## src/design/pdr_pkg.sv

```systemverilog
// Package: opcodes, parameter doubleword and timing for power down logic
package pdr_pkg;
  // ****************************************
  // Opcodes
  // ****************************************
  localparam logic [7:0] OP_PGM_RESUME = 8'h8A;
  localparam logic [7:0] OP_PGM_SUSPEND = 8'h85;
  localparam logic [7:0] OP_ERS_SUSPEND = 8'h75;
  localparam logic [7:0] OP_ERS_RESUME = 8'h7A;
  localparam logic [7:0] OP_DPD_ENTER = 8'hB9;
  localparam logic [7:0] OP_DPD_EXIT = 8'hAB;
  localparam logic [7:0] OP_READ_STATUS = 8'h05;
  // ****************************************
  // Parameter doubleword fields
  // ****************************************
  localparam logic [0:0] DW14_DPD_SUPPORTED = 1'h0;
  localparam logic [1:0] DW14_DELAY_UNIT = 2'h1;
  localparam logic [4:0] DW14_DELAY_COUNT = 5'h1D;
  localparam logic [3:0] DW14_RSVD_HI = 4'hF;
  localparam logic [1:0] DW14_POLL_LEGACY = 2'h1;
  localparam logic [1:0] DW14_RSVD_LO = 2'h3;
  localparam logic [31:0] DW14_VALUE = 32'h5CD5BDF7;
  localparam int STATUS_BUSY_BIT = 0;
  // ****************************************
  // Timing
  // ****************************************
  localparam int CLK_MHZ = 50;
  localparam int WAKE_DELAY_US = 30;
  localparam int WAKE_CYCLES = WAKE_DELAY_US * CLK_MHZ;
  localparam int SCK_HALF_DIV = 4;
  localparam int OP_WIDTH = 8;
endpackage : pdr_pkg

```

## src/design/pdr_link_if.sv

```systemverilog
// Interface: serial link between host controller and flash command end
`timescale 1ns/1ps
interface pdr_link_if;
  logic sck;
  logic cs_n;
  logic mosi;
  logic miso;
  modport host (output sck, output cs_n, output mosi, input miso);
  modport dev (input sck, input cs_n, input mosi, output miso);
endinterface : pdr_link_if

```

## src/design/pdr_dev.sv

```systemverilog
// Flash end: decodes power down, suspend, resume and status commands
`timescale 1ns/1ps
// Functional notes
// - 8Ah resumes suspended page program
// - Dword14 top bit zero: deep power down
// - B9h enters deep power down
// - ABh wakes device from deep power down
// - Host waits 30us after wake
// - 05h status read, bit0 busy flag
// - Dword14 reads 5C_D5_BD_F7
// - 85h suspends page program
// - 75h suspends erase, 7Ah resumes erase
module pdr_dev (
  input wire logic clk_sys_i, // System clock
  input wire logic nrst_i, // Async reset, active low
  pdr_link_if.dev link, // Serial link
  input wire logic pgm_busy_i, // Program engine running
  input wire logic ers_busy_i, // Erase engine running
  input wire logic dw14_rd_i, // Sideband: load dword14 for readout
  output logic pgm_suspend_o, // Pulse: suspend program
  output logic pgm_resume_o, // Pulse: resume program
  output logic ers_suspend_o, // Pulse: suspend erase
  output logic ers_resume_o, // Pulse: resume erase
  output logic dpd_o, // Deep power down active
  output logic waking_o, // Wake delay running
  output logic [31:0] dw14_o // Parameter doubleword
);
  // ****************************************
  // Pin synchronisers
  // ****************************************
  logic [1:0] sck_s_q, cs_s_q, mosi_s_q;
  logic sck_d1_q;
  always_ff @(posedge clk_sys_i or negedge nrst_i) begin
    if (!nrst_i) begin
      sck_s_q <= 2'h0;
      cs_s_q <= 2'h3;
      mosi_s_q <= 2'h0;
      sck_d1_q <= 1'h0;
    end else begin
      sck_s_q <= {sck_s_q[0], link.sck};
      cs_s_q <= {cs_s_q[0], link.cs_n};
      mosi_s_q <= {mosi_s_q[0], link.mosi};
      sck_d1_q <= sck_s_q[1];
    end
  end
  wire sck_rise = sck_s_q[1] & ~sck_d1_q;
  wire sck_fall = ~sck_s_q[1] & sck_d1_q;
  wire cs_act = ~cs_s_q[1];
  // ****************************************
  // Opcode shifter
  // ****************************************
  logic [7:0] sh_q, sh_d;
  logic [3:0] cnt_q, cnt_d;
  logic [7:0] out_q, out_d;
  logic miso_q;
  assign sh_d = {sh_q[6:0], mosi_s_q[1]};
  wire op_done = cs_act && sck_rise && (cnt_q == 4'h7);
  wire [7:0] op = sh_d;
  assign cnt_d = !cs_act ? 4'h0 :
                 (sck_rise && cnt_q != 4'h8) ? cnt_q + 4'h1 : cnt_q;
  // ****************************************
  // Power down state
  // ****************************************
  logic [10:0] wake_cnt_q;
  logic dpd_q, wake_q;
  wire busy = pgm_busy_i | ers_busy_i | wake_q;
  wire active = !dpd_q && !wake_q;
  wire dec_enter = op_done && active && op == pdr_pkg::OP_DPD_ENTER;
  wire dec_exit = op_done && dpd_q && op == pdr_pkg::OP_DPD_EXIT;
  wire dec_stat = op_done && !dpd_q && op == pdr_pkg::OP_READ_STATUS;
  wire [7:0] stat_byte = {7'h0, busy};
  assign out_d = dec_stat ? stat_byte :
                 (sck_fall && cs_act) ? {out_q[6:0], 1'b0} : out_q;
  always_ff @(posedge clk_sys_i or negedge nrst_i) begin
    if (!nrst_i) begin
      sh_q <= 8'h00;
      cnt_q <= 4'h0;
      out_q <= 8'h00;
      miso_q <= 1'h0;
    end else begin
      if (cs_act && sck_rise) sh_q <= sh_d;
      cnt_q <= cnt_d;
      out_q <= out_d;
      if (!cs_act) miso_q <= 1'h0;
      else if (dec_stat) miso_q <= stat_byte[7];
      else if (sck_fall) miso_q <= out_q[6];
    end
  end
  assign link.miso = miso_q;
  always_ff @(posedge clk_sys_i or negedge nrst_i) begin
    if (!nrst_i) begin
      dpd_q <= 1'h0;
      wake_q <= 1'h0;
      wake_cnt_q <= 11'h000;
    end else if (dec_enter) begin
      dpd_q <= 1'h1;
    end else if (dec_exit) begin
      dpd_q <= 1'h0;
      wake_q <= 1'h1;
      wake_cnt_q <= 11'(pdr_pkg::WAKE_CYCLES - 1);
    end else if (wake_q) begin
      if (wake_cnt_q == 11'h000) wake_q <= 1'h0;
      else wake_cnt_q <= wake_cnt_q - 11'h001;
    end
  end
  // ****************************************
  // Output registers: suspend and resume pulses, power state, dword14
  // ****************************************
  wire [31:0] dw14_w = {pdr_pkg::DW14_DPD_SUPPORTED,
    pdr_pkg::OP_DPD_ENTER, pdr_pkg::OP_DPD_EXIT,
    pdr_pkg::DW14_DELAY_UNIT, pdr_pkg::DW14_DELAY_COUNT,
    pdr_pkg::DW14_RSVD_HI, pdr_pkg::DW14_POLL_LEGACY,
    pdr_pkg::DW14_RSVD_LO};
  always_ff @(posedge clk_sys_i or negedge nrst_i) begin
    if (!nrst_i) begin
      pgm_suspend_o <= 1'h0;
      pgm_resume_o <= 1'h0;
      ers_suspend_o <= 1'h0;
      ers_resume_o <= 1'h0;
      dpd_o <= 1'h0;
      waking_o <= 1'h0;
      dw14_o <= 32'h00000000;
    end else begin
      pgm_suspend_o <= op_done && active && op == pdr_pkg::OP_PGM_SUSPEND;
      pgm_resume_o <= op_done && active && op == pdr_pkg::OP_PGM_RESUME;
      ers_suspend_o <= op_done && active && op == pdr_pkg::OP_ERS_SUSPEND;
      ers_resume_o <= op_done && active && op == pdr_pkg::OP_ERS_RESUME;
      dpd_o <= dpd_q;
      waking_o <= wake_q;
      if (dw14_rd_i) dw14_o <= dw14_w;
    end
  end
endmodule : pdr_dev

```

## src/flat_wrapper.sv

```systemverilog
// flat-port wrapper written by rule: the top's interface ports become plain ports
module pdr_dev_flat 
  (clk_sys_i, nrst_i, pgm_busy_i, ers_busy_i, dw14_rd_i, pgm_suspend_o, pgm_resume_o, ers_suspend_o, ers_resume_o, dpd_o, waking_o, dw14_o, link_sck, link_cs_n, link_mosi, link_miso);
  pdr_link_if link_i ();
  input wire logic clk_sys_i;
  input wire logic nrst_i;
  input wire logic pgm_busy_i;
  input wire logic ers_busy_i;
  input wire logic dw14_rd_i;
  output logic pgm_suspend_o;
  output logic pgm_resume_o;
  output logic ers_suspend_o;
  output logic ers_resume_o;
  output logic dpd_o;
  output logic waking_o;
  output logic [31:0] dw14_o;
  input wire logic [$bits(link_i.sck)-1:0] link_sck;
  input wire logic [$bits(link_i.cs_n)-1:0] link_cs_n;
  input wire logic [$bits(link_i.mosi)-1:0] link_mosi;
  output wire logic [$bits(link_i.miso)-1:0] link_miso;
  assign link_i.sck = link_sck;
  assign link_i.cs_n = link_cs_n;
  assign link_i.mosi = link_mosi;
  assign link_miso = link_i.miso;
  pdr_dev u_core (.clk_sys_i(clk_sys_i), .nrst_i(nrst_i), .link(link_i), .pgm_busy_i(pgm_busy_i), .ers_busy_i(ers_busy_i), .dw14_rd_i(dw14_rd_i), .pgm_suspend_o(pgm_suspend_o), .pgm_resume_o(pgm_resume_o), .ers_suspend_o(ers_suspend_o), .ers_resume_o(ers_resume_o), .dpd_o(dpd_o), .waking_o(waking_o), .dw14_o(dw14_o));
endmodule
```

## config.mk

```make
export PLATFORM = sky130hd
export DESIGN_NAME = pdr_dev_flat
export DESIGN_NICKNAME = d
export VERILOG_FILES = /design/src/design/pdr_pkg.sv /design/src/design/pdr_link_if.sv /design/src/design/pdr_dev.sv /design/src/flat_wrapper.sv
export SDC_FILE = /design/constraint.sdc
export NUM_CORES = 1
export LEC_CHECK = 0
export BUFFER_PORTS_ARGS = -buffer_cell sky130_fd_sc_hd__buf_2
export CAP_MARGIN = 5
export CORE_MARGIN = 4
export CORE_UTILIZATION = 58
export CTS_CLUSTER_DIAMETER = 150
export DETAILED_ROUTE_END_ITERATION = 6
export GPL_ROUTABILITY_DRIVEN = 0
export PLACE_DENSITY = 0.89
export SLEW_MARGIN = 40
export SYNTH_ARGS = -nofsm -noshare
export SYNTH_HDL_FRONTEND = slang
export SYNTH_SLANG_ARGS = --single-unit
```

## constraint.sdc

```tcl
create_clock -name clk_sys_i -period 3.48 [get_ports clk_sys_i]
set_input_delay 1.044 -clock clk_sys_i [delete_from_list [all_inputs] [get_ports clk_sys_i]]
set_output_delay 1.044 -clock clk_sys_i [all_outputs]
set_load 0.02 [all_outputs]
```

Word-level counts from Yosys, hierarchy flattened:

Index checks and enable logic that the tools add are counted.

* add/sub/neg operators: 2
* equality and inequality tests: 10
* mux-type cells: 15
* bitwise operators: 8
* reductions and logical operators: 24

Operators with widths (number)
* $mux W11: 3
* $eq A8 B8 Y1 const B: 4
* $eq A8 B7 Y1 const B: 2
* $logic_and A1 B1 Y1: 15
* $mux W7: 2
* $logic_not A11 Y1: 1
* $sub A11 B1 Y11 const B: 1
* $eq A8 B3 Y1 const B: 1
* $mux W1: 8
* $mux W4: 2
* $reduce_bool A2 Y1: 4
* $add A4 B1 Y4 const B: 1
* $eq A4 B3 Y1 const B: 1
* $ne A4 B4 Y1 const B: 1
* $not A1 Y1: 4
* $reduce_and A3 Y1: 1
* $reduce_bool A3 Y1: 1
* $and A1 B1 Y1: 2
* $logic_not A1 Y1: 2
* $ne A2 B1 Y1 const B: 1
* $or A1 B1 Y1: 2

* flip-flop bits (word level): 46
* input port bits: 8
* output and inout bits: 39
* word-level logic and storage cells: 77

Logic depth before layout (Yosys ltp):

Gate-level depths: netlist of the first run.

* depth after elaboration: 8
* depth in mapped cells: 6
* mapped depth without buffers: 6

Worst setup path before layout of the first run:

No wires, ideal clock.

* path kind: register -> output
* start: register, netlist name u_core.dw14_o[0]
* end: output port dw14_o[10]
* arrival: 0.988 ns
* setup slack: 1.448 ns
* stages on the path, launching flop included: 2
* buffers on the path: 1
* cells stage by stage: dfrtp_1 -> buf_4

RTL lines
* to (decl): line flat_wrapper.sv:16 `output logic [31:0] dw14_o;`

No word-level cell between the ends.

Final worst setup path of the first run:

* start: register, netlist name u_core.dw14_o[0]
* end: output port dw14_o[20]

No word-level cell between the ends.

==> metrics.cfg, run 1 <==
[run]
max-cap-violations = 0

[placed_design]
dp_hpwl_um = 2660
portBuffers = 36

[layout]
layout_commonest_cell = dfrtp_1
multi_input_comb_area_um2 = 866
finalNetCount = 237
final_cell_mix = dfrtp_1 (44), buf_2 (35), nor2_1 (22)
layout-drive-gt1-share_pct = 25.6
ff_latch_area_um2 = 1150
insertedDiodeCount = 0
n_fill_cell = 303
area_growth_pct = 5.94

[die]
die-area_um2 = 4950
core_um2 = 3720
rows = 22
initial_utilization_pct = 60.6
die_y_um = 70.3
fp.dieW_um = 70.3
io_pins = 47

[global_routing]
grt_overflow_total = 0
grt.total_usage_pct = 16.5
grt_antenna_before_repair = 0
grt_max_degree = 47
grt_first_pass_wirelength_um = 6450
grt_pass1_vias = 1379

[synthesis]
synth_cell_types = 47
ys_top_cells_by_area = dfrtp_1 (49%), buf_4 (10%), mux2i_1 (4.0%), nor2_1 (3.7%), mux2_2 (3.5%)
synth.avg_cell_area_um2 = 10.9
synth_seq_cells = 46
synth_edf_count = 0
yosys_warnings = 0
ys.flop_type = dfrtp_1
yosysTopAreaCell = dfrtp_1
synth.top_cell.area_share_pct = 48.9
synthCells = 207
async_flop_share_pct = 100
ys_seq_area_share_pct = 51.2
syn_area_um2 = 2250

[sta]
finalCriticalPeriod_ps = 2200
final_max_slew_viol_count = 0
tightestPinTransition_ps = 537
period_share_pct = 63.3
fin_tns_setup_ps = 0
skew_ps = 3.25
rsz0062_at_grt = false
relSlewSlack_pct = 63.7
finalHoldViolCount = 0
clock.fmax_mhz = 454
setup_violations = 0

[clock_tree]
worst_skew_pair.late_latency_ps = 290
post_cts_resized = 0
clockBufferDepth = 2
hold_buffers = 0
htree_levels = 2
cts.clk_slew.worst_paths_ps = 80
cts_root_buf = clkbuf_8
cts.sinks = 46
cts_made_buffers = 5
cts_tree = yes
post_cts_buffers = 0

[setup_path]
critPathMaxFanout = 23
crit_path_start_kind = flop
crit_arrival_ps = 1160
critPathKind = flop to output pin
worstPathRequired_ps = 2440
reg2reg_from = u_core.wake_cnt_q[0]
cpMaxStageDelayCell = dfrtp_1
crit_family = flip-flops
path_cells = buf_2
crit_start = u_core.dw14_o[0]
slowest_delay_ps = 610
r2r_slack_ps = 1530
end_kind = output pin
crit_buf_inv = 1

[routing]
routed_via_density = 5.31
wl_um = 3740
dr.pass1.iters = 4
drt_iter0_drc = 94
wl_per_cell_um = 13.6
drtAntennaViolNets = 0
drc = 0
vias = 1460

[pwr]
power_mw = 1.16
cellPowerDensity_nw_per_um2 = 488
vdd_drop_max_mv = 0.235
power.leakage_nw = 1.12

[status]
status = completed

[worst_hold_path]
worst_hold_startpoint = u_core.mosi_s_q[0]
hold_class = flop to flop

## path summary, 6_finish.rpt
check                                  endpoint  cells past startpoint
min reg2reg                  u_core.mosi_s_q[1]                      0
max in group asynchronous  u_core.wake_cnt_q[7]                      1
min                          u_core.mosi_s_q[1]                      0
min in group asynchronous       u_core.out_q[2]                      1
max reg2reg                u_core.wake_cnt_q[6]                      6
max                                  dw14_o[20]                      1
## logic make-up after synthesis
group	synth area share, %
compound gates	4.61
xor+xnor	1.94
fa+ha+maj	1.67
buf+inv	12.2
flops	51.2
mux	7.50
other cells	0.166
simple gates	20.8
## where the power goes
group	internal (mW)	leakage [nW]	switching (mW)
combinational	0.0648	0.461	0.0611
clock	0.215	0.0524	0.167
sequential	0.595	0.603	0.0623
total	0.875	1.12	0.290
## metal layers
layer / vias to the layer above / GRT usage, % / wire length [um]
met5: - / 0 / 0
met4: 0 / 8.72 / 59
met3: 7 / 4.89 / 173
met2: 28 / 24.1 / 1840
met1: 711 / 22.0 / 1670
li1: 714 / - / -
## layout make-up
cell class | count | area share (%)
clock inverters | 1 | 1.26
multi-input cells | 132 | 36.3
flip-flops and latches | 46 | 48.3
well taps | 48 | 2.52
clock buffers | 7 | 3.20
repair buffers | 36 | 7.65
inverters | 5 | 0.786
## state kept, by name, summed over array words and instances, names as in the netlist, 2 cells and up
signal and cells:
u_core.sck_s_q 2, u_core.sh_q 7, u_core.mosi_s_q 2, u_core.cnt_q 4, u_core.out_q 7, u_core.cs_s_q 2
u_core.wake_cnt_q 11
## synth_stat cells (2+ instances only)
cell type,instances
buf_6,2
nor3_1,5
nand3b_1,2
nand4bb_1,2
nand4_1,2
xnor2_1,3
nor4bb_1,2
mux2_2,7
inv_1,5
nand3_1,6
nor2_1,22
mux2i_1,9
a21oi_1,4
o21ai_0,4
a31oi_1,2
xor2_1,2
ha_1,3
buf_4,31
dfrtp_1,44
dfstp_2,2
nor4b_1,2
nand2_1,20
and4b_1,2
## through the flow
step / instance area, um^2 / worst slack [ps] / hold WS, ps / utilization, % / std cells
global placement: 2270 / 1610 / 336 / 61.1 / 267
global route: 2390 / 1120 / 372 / 64.2 / 275
floorplan: 2290 / 1450 / 331 / - / 216
finish: 2390 / 1280 / 362 / 64.2 / 275
CTS: 2380 / 1240 / 362 / 64.1 / 275
detailed placement: 2270 / 1580 / 343 / 61.2 / 267
Power figures use the tool's default switching activity.
==> inputs of run 2 (changes only) <==
--- a/config.mk
+++ b/config.mk
@@ -8,11 +8,11 @@
 export BUFFER_PORTS_ARGS = -buffer_cell sky130_fd_sc_hd__buf_2
 export CAP_MARGIN = 5
 export CORE_MARGIN = 4
-export CORE_UTILIZATION = 58
+export CORE_UTILIZATION = 54
 export CTS_CLUSTER_DIAMETER = 150
 export DETAILED_ROUTE_END_ITERATION = 6
 export GPL_ROUTABILITY_DRIVEN = 0
-export PLACE_DENSITY = 0.89
+export PLACE_DENSITY = 0.84
 export SLEW_MARGIN = 40
 export SYNTH_ARGS = -nofsm -noshare
 export SYNTH_HDL_FRONTEND = slang
==> constraint.sdc (replaced) <==
create_clock -name clk_sys_i -period 2.15 [get_ports clk_sys_i]
set_input_delay 0.645 -clock clk_sys_i [delete_from_list [all_inputs] [get_ports clk_sys_i]]
set_output_delay 0.645 -clock clk_sys_i [all_outputs]
set_load 0.02 [all_outputs]
==> metrics.cfg, run 2 (synthesized netlist as in run 1, its figures left out) <==
[setup_path]
crit_path_start_kind = flop
end_kind = output pin
reg2reg_from = u_core.sh_q[0]
r2r_cells = 4
slowest_delay_ps = 600
critPathKind = flop to output pin
r2r-end = u_core.out_q[0]
worstPathRequired_ps = 1500
cp.depth = 1
crit_arrival_ps = 1150
endpoint = dw14_o[13]
cpMaxStageDelayCell = dfrtp_1
crit_family = flip-flops
critPathMaxFanout = 23
crit_start = u_core.dw14_o[0]
r2r_slack_ps = 420
crit_buf_inv = 1
path_cells = buf_2

[placed_design]
placed_area_um2 = 2310
placedCellCount = 272
dp_hpwl_um = 2630
portBuffers = 36

[sta]
finalCriticalPeriod_ps = 1800
fin_tns_setup_ps = 0
finalHoldViolCount = 0
relSlewSlack_pct = 65.1
skew_ps = 5.13
final_max_slew_viol_count = 0
tightestPinTransition_ps = 524
period_share_pct = 83.6
clock.fmax_mhz = 556
rsz0062_at_grt = false
setup_violations = 0

[layout]
layout-drive-gt1-share_pct = 26.5
area_growth_pct = 6.55
final_cell_mix = dfrtp_1 (44), buf_2 (36), nor2_1 (22)
instances_no_fill = 280
n_fill_cell = 348
layout_commonest_cell = dfrtp_1
finalNetCount = 240
fin_area_um2 = 2400
largest_register = u_core.wake_cnt_q
largest_register_ffs = 11
reg.largest.list = u_core.wake_cnt_q x11, u_core.out_q x7, u_core.sh_q x7
insertedDiodeCount = 0

[clock_tree]
post_cts_resized = 0
clockBufferDepth = 2
cts_root_buf = clkbuf_8
post_cts_buffers = 0
cts_tree = yes
cts.clk_slew.worst_paths_ps = 80
cts.sinks = 46
worst_skew_pair.late_latency_ps = 300
hold_buffers = 0
cts_made_buffers = 5
htree_levels = 2

[pwr]
power.leakage_nw = 1.13
power_switching_mw = 0.468
internal_power_mw = 1.33
vdd_drop_max_mv = 0.504
clkPwrFrac_pct = 29.7
cellPowerDensity_nw_per_um2 = 749
swShare_pct = 26.0
p_comb_share_pct = 11.4
seqPwrFrac_pct = 58.8

[die]
die-area_um2 = 5270
die_y_um = 72.6
io_pins = 47
fp.dieW_um = 72.6
rows = 23
core_um2 = 4030
initial_utilization_pct = 55.9

[run]
max-cap-violations = 0

[routing]
drc = 0
wl_per_cell_um = 12.4
vias = 1459
wl_um = 3460
routed_via_density = 5.21
drt_iter0_drc = 71
drtAntennaViolNets = 0
dr.pass1.iters = 4

[global_routing]
grt_antenna_before_repair = 0
grt_max_degree = 25
grt_pass1_vias = 1332
grt.total_usage_pct = 14.6
grt_first_pass_wirelength_um = 5960
grt_overflow_total = 0

[worst_hold_path]
hold_class = primary input to asynchronous set/reset pin

[status]
status = completed

## run 2: worst min-delay path by stage
stage	cells after the start	to	slack, ps
global placement	0	u_core.mosi_s_q[1]	330
detailed placement	0	u_core.mosi_s_q[1]	340
CTS	1	u_core.wake_q	330
finish	1	u_core.out_q[2]	320
floorplan	0	u_core.mosi_s_q[1]	330
global route	1	u_core.wake_cnt_q[6]	350
## run 2: cell type report
type / instances / area (um^2) / area share (%)
clock inverters: 1 / 5.00 / 0.208
well taps: 50 / 62.6 / 2.61
inverters: 5 / 18.8 / 0.782
multi-input cells: 132 / 860 / 35.8
clock buffers: 7 / 86.3 / 3.60
flip-flops and latches: 46 / 1150 / 48.0
repair buffers: 39 / 215 / 8.96
## run 2: layer usage
| metal | track usage, % | up-vias | part of all wire [%] |
|---|---|---|---|
| met5 | 0 | - | 0 |
| met1 | 19.2 | 691 | 45 |
| met3 | 4.55 | 9 | 7.5 |
| li1 | - | 717 | - |
| met2 | 22.3 | 42 | 45 |
| met4 | 5.94 | 0 | 2.4 |
## run 2: power by group through the flow
stage               logic (mW)  clock network (mW)  registers (mW)
global placement         0.204                   0            1.07
floorplan                0.176                   0            1.05
global route             0.235               0.587            1.08
finish                   0.205               0.535            1.06
CTS                      0.211               0.551            1.06
detailed placement       0.210                   0            1.08
## run 2: metrics by stage
stage	hold slack (ps)	util (%)	worst slack (ps)	power (mW)
finish	316	59.6	353	1.80
global route	348	59.6	207	1.90
CTS	330	59.6	311	1.82
detailed placement	336	57.3	396	1.29
global placement	332	57.3	459	1.28
floorplan	331	-	517	1.23
==> inputs of run 3 (changes only) <==
--- a/config.mk
+++ b/config.mk
@@ -5,14 +5,15 @@
 export SDC_FILE = /design/constraint.sdc
 export NUM_CORES = 1
 export LEC_CHECK = 0
+export ABC_AREA = 1
 export BUFFER_PORTS_ARGS = -buffer_cell sky130_fd_sc_hd__buf_2
 export CAP_MARGIN = 5
 export CORE_MARGIN = 4
-export CORE_UTILIZATION = 54
+export CORE_UTILIZATION = 49
 export CTS_CLUSTER_DIAMETER = 150
 export DETAILED_ROUTE_END_ITERATION = 6
 export GPL_ROUTABILITY_DRIVEN = 0
-export PLACE_DENSITY = 0.84
+export PLACE_DENSITY = 0.8
 export SLEW_MARGIN = 40
 export SYNTH_ARGS = -nofsm -noshare
 export SYNTH_HDL_FRONTEND = slang
==> constraint.sdc (replaced) <==
create_clock -name clk_sys_i -period 1.6 [get_ports clk_sys_i]
set_input_delay 0.48 -clock clk_sys_i [delete_from_list [all_inputs] [get_ports clk_sys_i]]
set_output_delay 0.48 -clock clk_sys_i [all_outputs]
set_load 0.02 [all_outputs]
==> metrics.cfg, run 3 <==
[status]
status = completed

[setup_path]
critPathKind = flop to output pin
crit_family = flip-flops
cpMaxStageDelayCell = dfrtp_2
crit_arrival_ps = 1030
worstPathRequired_ps = 1120
cp.depth = 1
slowest_delay_ps = 510
crit_buf_inv = 1
critPathMaxFanout = 23
end_kind = output pin
r2r_cells = 9
crit_path_start_kind = flop
path_cells = buf_2

[synthesis]
synth_edf_count = 0
synth_common_cells = nand2_1 (54), dfrtp_1 (44), nand3_1 (33)
synth_cell_types = 36
ys.flop_type = dfrtp_1
yosysMostFrequentCell = nand2_1
synth.avg_cell_area_um2 = 8.69
ys_seq_area_share_pct = 47.6
async_flop_share_pct = 100
ys_top_cells_by_area = dfrtp_1 (45%), buf_4 (9.6%), nand2_1 (8.4%), nand3_1 (6.8%), inv_1 (3.3%)
yosys_warnings = 0
syn_area_um2 = 2420
synth_seq_cells = 46
synthCells = 279
yosysTopAreaCell = dfrtp_1
synth.top_cell.area_share_pct = 45.4

[global_routing]
use_met1_pct = 19.6
met2_usage_pct = 23.8
grt_pass1_vias = 1641
grt_first_pass_wirelength_um = 7360
busiest_layer = met2
grt_antenna_before_repair = 0
grt_overflow_total = 0
grt.total_usage_pct = 14.8
grt_max_degree = 29
met3_usage_pct = 3.21

[clock_tree]
cts_made_buffers = 5
cts_tree = yes
worst_skew_pair.late_latency_ps = 300
cts_root_buf = clkbuf_8
htree_levels = 2
clockBufferDepth = 2
hold_buffers = 0
cts.sinks = 46
cts.clk_slew.worst_paths_ps = 80

[pwr]
cellPowerDensity_nw_per_um2 = 900
power.leakage_nw = 1.31
vdd_drop_max_mv = 0.497

[layout]
finalNetCount = 314
fin_area_um2 = 2650
insertedDiodeCount = 0
final_cell_mix = nand2_1 (53), dfrtp_1 (43), buf_2 (36)
layout_commonest_cell = nand2_1
layout-drive-gt1-share_pct = 27.3
instances_no_fill = 371
largest_register_ffs = 11
area_growth_pct = 9.29
largest_register = u_core.wake_cnt_q
reg.largest.list = u_core.wake_cnt_q x11, u_core.out_q x7, u_core.sh_q x7

[die]
initial_utilization_pct = 51.0
rows = 25
io_pins = 47
core_um2 = 4750
die-area_um2 = 6140
die_y_um = 78.3
fp.dieW_um = 78.3

[sta]
rsz0062_at_grt = true
period_share_pct = 94.2
setup_ws_ps = 93.1
whs_ps = 133
finalCriticalPeriod_ps = 1510
finalHoldViolCount = 0
clock.fmax_mhz = 664
skew_ps = 4.59
setup_violations = 0
final_max_slew_viol_count = 0

[routing]
drtAntennaViolNets = 0
wl_per_cell_um = 11.1
wl_um = 4120
drt_iter0_drc = 97
routed_via_density = 4.82
drc = 0
dr.pass1.iters = 4
vias = 1788

[placed_design]
placed_area_um2 = 2530
placedCellCount = 362
dp_hpwl_um = 3040
portBuffers = 36
pre_cts_slack_ps = 54.3

[worst_hold_path]
hold_class = primary input to asynchronous set/reset pin

[run]
max-cap-violations = 0

-- run 3: cell type report --
class / instances / area [um^2]
fill: 435 / 2100
sequential: 46 / 1150
multi-input combinational: 179 / 947
timing repair buffer: 44 / 253
inverter: 27 / 101
tap: 67 / 83.8
clock buffer: 6 / 72.6
clock inverter: 2 / 37.5
-- run 3: per-layer routing --
layer / vias up / wire length [um]
met5: - / 0
met4: 0 / 70
met3: 6 / 312
met2: 71 / 1810
met1: 812 / 1920
li1: 899 / -
-- run 3: through the flow --
stage / power (mW) / util (%) / TNS, ps
global placement: 1.56 / 53.1 / 0
finish: 2.39 / 55.7 / 0
detailed placement: 1.56 / 53.1 / 0
global route: 2.51 / 55.7 / -6.77
floorplan: 1.51 / - / 0
CTS: 2.42 / 55.5 / 0
-- run 3: final timing paths --
check / start / slack (ps) / endpoint
max in group asynchronous: nrst_i / 1120 / u_core.cs_s_q[1]
min in group clk_sys_i: link_cs_n / 270 / u_core.cs_s_q[0]
worst min-delay path: nrst_i / 130 / u_core.sck_s_q[0]
worst max-delay path: u_core.dw14_o[0] / 90 / dw14_o[6]
worst min register to register: u_core.sck_s_q[0] / 350 / u_core.sck_s_q[1]
worst max register to register: u_core.wake_cnt_q[1] / 120 / u_core.wake_cnt_q[3]
-- run 3: repair_timing --
| item | CTS | global route |
|---|---|---|
| buffers inserted | 0 | 1 |
| cloned | 0 | 0 |
| resized for setup | 1 | 2 |
| pin swaps | 0 | 1 |
| setup endpoints to repair | 22 | 16 |
-- run 3: cells by family after synthesis --
logic type / count (synthesis) / share of synthesized area (%)
DFF: 46 / 47.6
xor gates and xnor gates: 1 / 0.361
AOI/OAI and AO/OA: 27 / 6.14
adders and majority gates: 3 / 1.55
and+or+nand+nor: 138 / 29.3
buffers and inverters: 63 / 15.0
other: 1 / 0.155
-- run 3: power breakdown --
part	switching, mW	leakage [nW]	total, mW	internal [mW]
clock	0.379	0.0514	0.844	0.466
combinational	0.157	0.659	0.234	0.0773
sequential	0.0605	0.603	1.31	1.25
